### src/core/tic_regs.svh
`ifndef TIC_REGS_SVH
`define TIC_REGS_SVH

// ---------------------------------------------------------------
// register addresses on the special function register bus
// ---------------------------------------------------------------
`define TIC_CTRL_ADDR     8'ha1
`define TIC_HTH_ADDR      8'ha2
`define TIC_SEC_ADDR      8'ha3
`define TIC_MIN_ADDR      8'ha4
`define TIC_HOUR_ADDR     8'ha5
`define TIC_MATCH_ADDR    8'ha6

// ---------------------------------------------------------------
// control register fields and reset values
// ---------------------------------------------------------------
`define TIC_CLKEN_BIT     0
`define TIC_IEN_BIT       1
`define TIC_FLAG_BIT      2
`define TIC_ONESHOT_BIT   3
`define TIC_TBSEL_LO      4
`define TIC_TBSEL_HI      5
`define TIC_HOUR24_BIT    6
`define TIC_CTRL_RESET    8'h00
`define TIC_CTRL_WMASK    8'h7f
`define TIC_MATCH_RESET   8'h00
`define TIC_TIME_RESET    8'h00

// ---------------------------------------------------------------
// time base limits and timing
// ---------------------------------------------------------------
`define TIC_XTAL_HZ       32768
`define TIC_SUBSEC_PER_S  128
`define TIC_PRESCALE      (`TIC_XTAL_HZ / `TIC_SUBSEC_PER_S)
`define TIC_HTH_MAX       8'h7f
`define TIC_SEC_MAX       8'h3b
`define TIC_MIN_MAX       8'h3b
`define TIC_HOUR24_MAX    8'h17
`define TIC_HOUR_FULL_MAX 8'hff
`define TIC_WAKE_VECTOR   16'h0053

`endif

### src/core/tic_pkg.sv
package tic_pkg;

    // interval counter tap on the time base chain
    typedef enum logic [1:0] {
        TB_SUBSEC = 2'b00,
        TB_SEC    = 2'b01,
        TB_MIN    = 2'b10,
        TB_HOUR   = 2'b11
    } timebase_t;

endpackage

### src/core/xtal_sync.sv
`timescale 1ns/1ns
`default_nettype none

// ---------------------------------------------------------------
// crystal pin synchroniser with rising edge pulse
// ---------------------------------------------------------------
module xtal_sync (
    input  wire logic clock_i,
    input  wire logic rst_i,
    input  wire logic pin_i,
    output logic      rise_o
);
    logic meta_ff;
    logic s2_ff;
    logic s3_ff;
    logic level_ff;

    // three stages; the first feeds only the second
    always_ff @(posedge clock_i) begin
        if (rst_i) begin
            meta_ff <= 1'b0;
            s2_ff   <= 1'b0;
            s3_ff   <= 1'b0;
        end else begin
            meta_ff <= pin_i;
            s2_ff   <= meta_ff;
            s3_ff   <= s2_ff;
        end
    end

    // level moves only once stages two and three agree
    always_ff @(posedge clock_i) begin
        if (rst_i) begin
            level_ff <= 1'b0;
            rise_o   <= 1'b0;
        end else begin
            if (s2_ff == s3_ff) begin
                level_ff <= s3_ff;
            end
            rise_o <= (s2_ff == s3_ff) && s3_ff && !level_ff;
        end
    end
endmodule // xtal_sync

`default_nettype wire

### src/core/time_base.sv
`timescale 1ns/1ns
`default_nettype none
`include "tic_regs.svh"

// ---------------------------------------------------------------
// cascaded sub-second / seconds / minutes / hours chain
// ---------------------------------------------------------------
module time_base #(
    parameter int PRESCALE = `TIC_PRESCALE
) (
    input  wire logic       clock_i,
    input  wire logic       rst_i,
    input  wire logic       tick_i,
    input  wire logic       run_i,
    input  wire logic       hour24_i,
    input  wire logic [7:0] load_hth_i,
    input  wire logic [7:0] load_sec_i,
    input  wire logic [7:0] load_min_i,
    input  wire logic [7:0] load_hour_i,
    output logic      [7:0] hth_o,
    output logic      [7:0] sec_o,
    output logic      [7:0] min_o,
    output logic      [7:0] hour_o,
    output logic      [3:0] ovf_o
);
    localparam int PW = $clog2(PRESCALE);

    logic [PW-1:0] pre_ff;
    logic [7:0]    hour_max;

    // >= so an out of range preload still wraps
    function automatic logic at_top(input logic [7:0] v,
                                    input logic [7:0] top);
        at_top = (v >= top);
    endfunction

    function automatic logic [7:0] step(input logic [7:0] v,
                                        input logic [7:0] top);
        step = at_top(v, top) ? 8'h00 : v + 8'h01;
    endfunction

    assign hour_max = hour24_i ? `TIC_HOUR24_MAX : `TIC_HOUR_FULL_MAX;

    // carry chain; each stage fires on the previous stage's wrap
    always_comb begin
        ovf_o[0] = run_i && tick_i && (pre_ff == PW'(PRESCALE - 1));
        ovf_o[1] = ovf_o[0] && at_top(hth_o, `TIC_HTH_MAX);
        ovf_o[2] = ovf_o[1] && at_top(sec_o, `TIC_SEC_MAX);
        ovf_o[3] = ovf_o[2] && at_top(min_o, `TIC_MIN_MAX);
    end

    // stopped chain tracks the software values
    always_ff @(posedge clock_i) begin
        if (rst_i) begin
            pre_ff <= '0;
            hth_o  <= `TIC_TIME_RESET;
            sec_o  <= `TIC_TIME_RESET;
            min_o  <= `TIC_TIME_RESET;
            hour_o <= `TIC_TIME_RESET;
        end else if (!run_i) begin
            pre_ff <= '0;
            hth_o  <= load_hth_i;
            sec_o  <= load_sec_i;
            min_o  <= load_min_i;
            hour_o <= load_hour_i;
        end else if (tick_i) begin
            pre_ff <= ovf_o[0] ? '0 : pre_ff + PW'(1);
            if (ovf_o[0]) hth_o  <= step(hth_o, `TIC_HTH_MAX);
            if (ovf_o[1]) sec_o  <= step(sec_o, `TIC_SEC_MAX);
            if (ovf_o[2]) min_o  <= step(min_o, `TIC_MIN_MAX);
            if (ovf_o[3]) hour_o <= step(hour_o, hour_max);
        end
    end
endmodule // time_base

`default_nettype wire

### src/core/long_interval_timer.sv
`timescale 1ns/1ns
`default_nettype none
`include "tic_regs.svh"

module long_interval_timer
    import tic_pkg::*;
#(
    parameter int PRESCALE = `TIC_PRESCALE
) (
    input  wire logic        clock_i,
    input  wire logic        rst_i,
    input  wire logic        xtal_i,
    input  wire logic        power_down_i,
    input  wire logic        int_enable_i,
    input  wire logic [7:0]  sfr_addr_i,
    input  wire logic        sfr_wr_i,
    input  wire logic        sfr_rd_i,
    input  wire logic [7:0]  sfr_wdata_i,
    output logic      [7:0]  sfr_rdata_o,
    output logic             irq_o,
    output logic             wake_o,
    output logic      [15:0] wake_vector_o
);
    // ---------------------------------------------------------------
    // declarations
    // ---------------------------------------------------------------
    logic        xtal_tick;
    logic [7:0]  ctrl_ff;
    logic [7:0]  match_ff;
    logic [7:0]  icnt_ff;
    logic [7:0]  hth_sw_ff;
    logic [7:0]  sec_sw_ff;
    logic [7:0]  min_sw_ff;
    logic [7:0]  hour_sw_ff;
    logic        pend_ff;
    logic [7:0]  pend_addr_ff;
    logic [7:0]  pend_data_ff;
    logic        wr_apply;
    logic        ctrl_wr;
    logic [7:0]  hth;
    logic [7:0]  sec;
    logic [7:0]  min;
    logic [7:0]  hour;
    logic [3:0]  ovf;
    logic        tap;
    logic        advance;
    logic [7:0]  nxt_icnt;
    logic        match_set;
    logic        flag;
    logic        ien;
    logic        one_shot;
    timebase_t   tbsel;

    function automatic logic is_mapped(input logic [7:0] a);
        is_mapped = (a >= `TIC_CTRL_ADDR) && (a <= `TIC_MATCH_ADDR);
    endfunction

    // ---------------------------------------------------------------
    // crystal edge and time base
    // ---------------------------------------------------------------
    // crystal arrives as a pin; every time step rides its rising edges
    xtal_sync u_sync (
        .clock_i (clock_i),
        .rst_i   (rst_i),
        .pin_i   (xtal_i),
        .rise_o  (xtal_tick)
    );

    // chain is gated by clock enable, power-down has no say
    time_base #(.PRESCALE(PRESCALE)) u_base (
        .clock_i     (clock_i),
        .rst_i       (rst_i),
        .tick_i      (xtal_tick),
        .run_i       (ctrl_ff[`TIC_CLKEN_BIT]),
        .hour24_i    (ctrl_ff[`TIC_HOUR24_BIT]),
        .load_hth_i  (hth_sw_ff),
        .load_sec_i  (sec_sw_ff),
        .load_min_i  (min_sw_ff),
        .load_hour_i (hour_sw_ff),
        .hth_o       (hth),
        .sec_o       (sec),
        .min_o       (min),
        .hour_o      (hour),
        .ovf_o       (ovf)
    );

    // ---------------------------------------------------------------
    // register writes, held until the next crystal edge
    // ---------------------------------------------------------------
    // a second write before the edge replaces the first
    always_ff @(posedge clock_i) begin
        if (rst_i) begin
            pend_ff      <= 1'b0;
            pend_addr_ff <= 8'h00;
            pend_data_ff <= 8'h00;
        end else if (sfr_wr_i && is_mapped(sfr_addr_i)) begin
            pend_ff      <= 1'b1;
            pend_addr_ff <= sfr_addr_i;
            pend_data_ff <= sfr_wdata_i;
        end else if (xtal_tick) begin
            pend_ff <= 1'b0;
        end
    end

    assign wr_apply = pend_ff && xtal_tick;
    assign ctrl_wr  = wr_apply && (pend_addr_ff == `TIC_CTRL_ADDR);

    assign flag     = ctrl_ff[`TIC_FLAG_BIT];
    assign ien      = ctrl_ff[`TIC_IEN_BIT];
    assign one_shot = ctrl_ff[`TIC_ONESHOT_BIT];
    assign tbsel    = timebase_t'(ctrl_ff[`TIC_TBSEL_HI:`TIC_TBSEL_LO]);

    // match value, any of 0..255
    always_ff @(posedge clock_i) begin
        if (rst_i) begin
            match_ff <= `TIC_MATCH_RESET;
        end else if (wr_apply && pend_addr_ff == `TIC_MATCH_ADDR) begin
            match_ff <= pend_data_ff;
        end
    end

    // software time values; accepted only while stopped
    always_ff @(posedge clock_i) begin
        if (rst_i) begin
            hth_sw_ff  <= `TIC_TIME_RESET;
            sec_sw_ff  <= `TIC_TIME_RESET;
            min_sw_ff  <= `TIC_TIME_RESET;
            hour_sw_ff <= `TIC_TIME_RESET;
        end else if (wr_apply && !ctrl_ff[`TIC_CLKEN_BIT]) begin
            unique case (pend_addr_ff)
                `TIC_HTH_ADDR:  hth_sw_ff  <= pend_data_ff;
                `TIC_SEC_ADDR:  sec_sw_ff  <= pend_data_ff;
                `TIC_MIN_ADDR:  min_sw_ff  <= pend_data_ff;
                `TIC_HOUR_ADDR: hour_sw_ff <= pend_data_ff;
                default: ;
            endcase
        end
    end

    // ---------------------------------------------------------------
    // interval counter
    // ---------------------------------------------------------------
    // tap choice spans one tick up to hours
    always_comb begin
        unique case (tbsel)
            TB_SUBSEC: tap = ovf[0];
            TB_SEC:    tap = ovf[1];
            TB_MIN:    tap = ovf[2];
            TB_HOUR:   tap = ovf[3];
        endcase
    end

    assign advance   = ien && tap;
    assign nxt_icnt  = icnt_ff + 8'h01;
    assign match_set = advance && (nxt_icnt == match_ff);

    // disabled counter sits at zero so a new run starts clean
    always_ff @(posedge clock_i) begin
        if (rst_i) begin
            icnt_ff <= 8'h00;
        end else if (!ien) begin
            icnt_ff <= 8'h00;
        end else if (match_set) begin
            icnt_ff <= 8'h00;
        end else if (advance) begin
            icnt_ff <= nxt_icnt;
        end
    end

    // ---------------------------------------------------------------
    // control register
    // ---------------------------------------------------------------
    // hardware set and one-shot clear win over a same-edge write
    always_ff @(posedge clock_i) begin
        if (rst_i) begin
            ctrl_ff <= `TIC_CTRL_RESET;
        end else begin
            if (ctrl_wr) begin
                ctrl_ff <= pend_data_ff & `TIC_CTRL_WMASK;
            end
            if (match_set) begin
                ctrl_ff[`TIC_FLAG_BIT] <= 1'b1;
                if (one_shot) begin
                    ctrl_ff[`TIC_IEN_BIT] <= 1'b0;
                end
            end
        end
    end

    // ---------------------------------------------------------------
    // requests to the core and read data
    // ---------------------------------------------------------------
    // registered so the core sees a clean level
    always_ff @(posedge clock_i) begin
        if (rst_i) begin
            irq_o         <= 1'b0;
            wake_o        <= 1'b0;
            wake_vector_o <= 16'h0000;
        end else begin
            irq_o         <= flag && int_enable_i;
            wake_o        <= flag && int_enable_i && power_down_i;
            wake_vector_o <= `TIC_WAKE_VECTOR;
        end
    end

    // read mux; time registers show the live counts
    always_ff @(posedge clock_i) begin
        if (rst_i) begin
            sfr_rdata_o <= 8'h00;
        end else if (sfr_rd_i) begin
            unique case (sfr_addr_i)
                `TIC_CTRL_ADDR:  sfr_rdata_o <= ctrl_ff & `TIC_CTRL_WMASK;
                `TIC_HTH_ADDR:   sfr_rdata_o <= hth;
                `TIC_SEC_ADDR:   sfr_rdata_o <= sec;
                `TIC_MIN_ADDR:   sfr_rdata_o <= min;
                `TIC_HOUR_ADDR:  sfr_rdata_o <= hour;
                `TIC_MATCH_ADDR: sfr_rdata_o <= match_ff;
                default:         sfr_rdata_o <= 8'h00;
            endcase
        end
    end
endmodule // long_interval_timer

`default_nettype wire

### config.mk
export PLATFORM = sky130hd
export DESIGN_NAME = long_interval_timer
export DESIGN_NICKNAME = d
export VERILOG_FILES = /design/src/core/tic_pkg.sv /design/src/core/xtal_sync.sv /design/src/core/time_base.sv /design/src/core/long_interval_timer.sv
export VERILOG_INCLUDE_DIRS = /design/src /design/src/core
export SDC_FILE = /design/constraint.sdc
export NUM_CORES = 1
export LEC_CHECK = 0
export BUFFER_PORTS_ARGS = -buffer_cell sky130_fd_sc_hd__buf_4
export CORE_AREA = 2 2 112 114
export DETAILED_ROUTE_END_ITERATION = 7
export DIE_AREA = 0 0 114 116
export GPL_TIMING_DRIVEN = 0
export PLACE_DENSITY = 0.8
export SLEW_MARGIN = 5
export SYNTH_ARGS = -nofsm -noshare
export SYNTH_HDL_FRONTEND = slang
export SYNTH_HIERARCHICAL = 1
export SYNTH_SLANG_ARGS = --single-unit
### constraint.sdc
create_clock -name clock_i -period 2.7 [get_ports clock_i]
set_input_delay 0.405 -clock clock_i [delete_from_list [all_inputs] [get_ports clock_i]]
set_output_delay 0.405 -clock clock_i [all_outputs]
set_load 0.005 [all_outputs]
==> impl_results.md <==
- Status: complete, no violations
- Via count: 5,594
- Diodes inserted: 0
- Post-Place Worst Slack: -0.512 ns
- Chip width: 114 um
- Setup-failing EPs final: 0
- Slew Limit Fails: 0
- Top FF cell, synth: dfxtp_1
- Synth area leader: dfxtp_1
- Post-synthesis mux area share: 13.4%
- Critical-path cell list: ha_4, nand4_1, nor2_4, nand2_2, nor4_4, mux2i_1, o22a_1, buf_6, nor4_4, o2111ai_2, and3_1
- Vias in the first global route: 5,099
- Worst path bufs/invs: 1
- Seq/Total Area, Yosys: 40.4%
- Final net count: 808
- Asr flop ratio synth: 0%
- Max incr delay on CP: 0.38 ns
- Multi-input gate area: 0.00361 sq mm
- Register area: 0.00258 sq mm
- Slew margin rel.: 49.8%
- Initial antenna violation count: 0
- Starting DRT DRC Count: 603
- Row Count: 40
- YS warnings: 6
- Worst path slowest cell: dfxtp_4
- Final WS setup: 0.00624 ns
- RSZ-0062 raised after global routing: true
- Fin crit period: 2.69 ns
- WP data required: 3.01 ns
- Initial Util: 53.3%
- GRT Util Overall: 26.4%
- Simple-Gate Fraction of Synth Area: 22.2%
- Library cells used by synthesis: 73
- H-tree levels: 4
- Fmax: 371 MHz
- Area grow syn2layout: 20.7%
- Most numerous cell in the Yosys netlist: dfxtp_1
- Routability cong.: 0.927
- CP max FO: 5
- CTS Buf Count: 17
- Min-delay worst type: in2reg
- IO Pins: 49
- Die area: 0.0132 sq mm
- Compound-Gate Fraction of Synth Area: 12.9%
- Clock Sinks: 128
- Fillers: 973
- Top Family by Delay on Critical Path: simple AND/OR/NAND/NOR gates
- Congestion Overflow GR: 0
- Largest family of logic cells by synthesized area: simple AND/OR/NAND/NOR gates
- CTS Buffer Depth: 2
- Global-route wire length before repair: 26,500 um
- Period utilization: 99.8%
- Core area: 0.0119 sq mm
- Post-layout util: 64.3%
- Top cell by count, worst path: nor4_4
- Worst-Margin Slew: 0.752 ns
- TritonRoute pass-1 iters: 5
- CTS tree: built
- Setup Skew: 0.00612 ns
- Adder-cell share of the synthesized area: 2.17%
- Avg Vias per Cell: 6.00
- DR WL/cell: 18.6 um
- Syn avg cell area: 9.15 sq um
- Share of cells above drive strength 1: 18.6%
- Clk slew on worst S/H paths: 0.05 ns
- WP data arrival: 3.00 ns
- Antenna viol nets, final: 0
- Final hold violation count: 0
- Leakage Power: 3.24 nW
- Post-Syn Area: 0.00634 sq mm
- Clock root buffer master: clkbuf_16
- Largest net degree at the start of global routing: 17
- Max-cap violation count: 0
- Post-synth top area share: 40.4%
- Top post-synthesis cells by area: dfxtp_1 40%, mux2i_1 12%, nor2_1 5.3%
- Chip Height: 116 um
- Post-cts hold buffer count: 0
- FF+latch count, synth: 128
- HPWL Detailed: 12,400 um
- Clk Latency, worst-skew pair: 0.42 ns
- Xor and xnor area share after synthesis: 3.73%
- WS Path Type: reg2reg
- Port Buffers: 34
- Setup crit start kind: flop
- Commonest cells post-synth: 128 x dfxtp_1, 90 x nor2_1, 76 x mux2i_1
- Remaining DRCs: 0
- Crit. End Element: flop
- Pwr per Cell Area: 561 mW/mm^2
- Max VDD drop: 0.443 mV
- Synth Instances: 693
- Total Wirelength: 17,400 um
- Post-synth EDFFs: 0
[cells in the final DEF (no fill, tap or decap), types with 8 or more instances in the layout]
master     instances
a21oi_1           31
a31oi_1           10
and3_1            15
buf_4             67
clkbuf_1          28
clkbuf_16         17
conb_1            12
dfxtp_1          119
ha_1               9
mux2_2             8
mux2i_1           76
nand2_1           46
nand2b_1          14
nand3_1           22
nand4_1            9
nor2_1            89
nor2b_1           10
nor3_1            15
o21ai_0           23
xnor2_1           10
xor2_1            17
[worst paths after layout]
| check | slack [ns] | end | start | cells after the start |
|---|---|---|---|---|
| hold / removal | 0.19 | u_sync/meta_ff | xtal_i | 2 |
| setup reg to reg | 0.006 | icnt_ff[2] | u_base/pre_ff[0] | 11 |
| setup / recovery | 0.006 | icnt_ff[2] | u_base/pre_ff[0] | 11 |
| hold reg to reg | 0.44 | u_sync/s2_ff | u_sync/meta_ff | 1 |
[where the power goes]
part,switching [mW],internal [mW],total [mW]
Combinational,0.0840,0.0681,0.152
Sequential,0.00901,1.90,1.91
Clock,0.790,1.45,2.24
Total,0.883,3.41,4.29
[timing repair]
| item | in CTS | in global routing |
|---|---|---|
| pin swaps | 4 | 8 |
| setup buffers | 3 | 13 |
| gates resized for setup | 11 | 22 |
| gates cloned | 1 | 0 |
| endpoints found under the setup margin | 10 | 10 |
[per-layer routing]
| metal | vias up | wire length (um) | GRT usage [%] |
|---|---|---|---|
| met2 | 262 | 8010 | 42.9 |
| met3 | 49 | 1200 | 4.92 |
| met1 | 2658 | 7530 | 33.7 |
| met5 | - | 0 | 0 |
| li1 | 2625 | - | - |
| met4 | 0 | 619 | 13.4 |
[cells by family (layout without fill, tap and decap cells)]
group | count (synthesis) | in the layout
AO/OA/AOI/OAI | 116 | 117
XOR/XNOR | 27 | 27
adder cells (fa/ha/maj) | 11 | 11
buffers and inverters | 60 | 141
flip-flops | 128 | 128
multiplexers | 84 | 84
other | 1 | 12
AND/OR/NAND/NOR | 266 | 266
[per-stage QoR]
stage	total power, mW	cell area [sq um]	cells	TNS [ns]	hold WS [ns]
6_report	4.29	7660	933	0	0.194
5_1_grt	4.43	7660	933	-0.520	0.189
4_1_cts	4.32	7470	920	0	0.186
3_5_place_dp	2.10	6820	885	-4.60	0.432
3_3_place_gp	2.09	6820	885	-3.89	0.418
2_1_floorplan	2.03	6380	704	0	0.408
[worst reg2reg max path, stage by stage (launching register included)]
cell	delay (ns)
dfxtp_4	0.38
ha_4	0.14
nand4_1	0.17
nor2_4	0.19
nand2_2	0.10
nor4_4	0.27
mux2i_1	0.11
o22a_1	0.25
buf_6	0.14
nor4_4	0.34
o2111ai_2	0.25
and3_1	0.25
[registers in the layout (all words and copies together) (netlist names), 7 cells and up]
register	count
ctrl_ff	7
hth_sw_ff	8
pend_data_ff	8
u_base/hth_o	8
min_sw_ff	8
u_base/min_o	8
u_base/hour_o	8
hour_sw_ff	8
u_base/sec_o	8
u_base/pre_ff	8
pend_addr_ff	8
sec_sw_ff	8
match_ff	8
sfr_rdata_o	8
icnt_ff	8
[area by class of cell]
| cell class | instances | area share [%] |
|---|---|---|
| plain buffers | 52 | 3.99 |
| well taps | 147 | 2.40 |
| inverters | 8 | 0.392 |
| clock buffers | 26 | 6.52 |
| clock inverters | 5 | 1.01 |
| flip-flops and latches | 128 | 33.7 |
| multi-input cells | 517 | 47.1 |
| repair buffers | 50 | 4.90 |
Power figures use the tool's default switching activity.
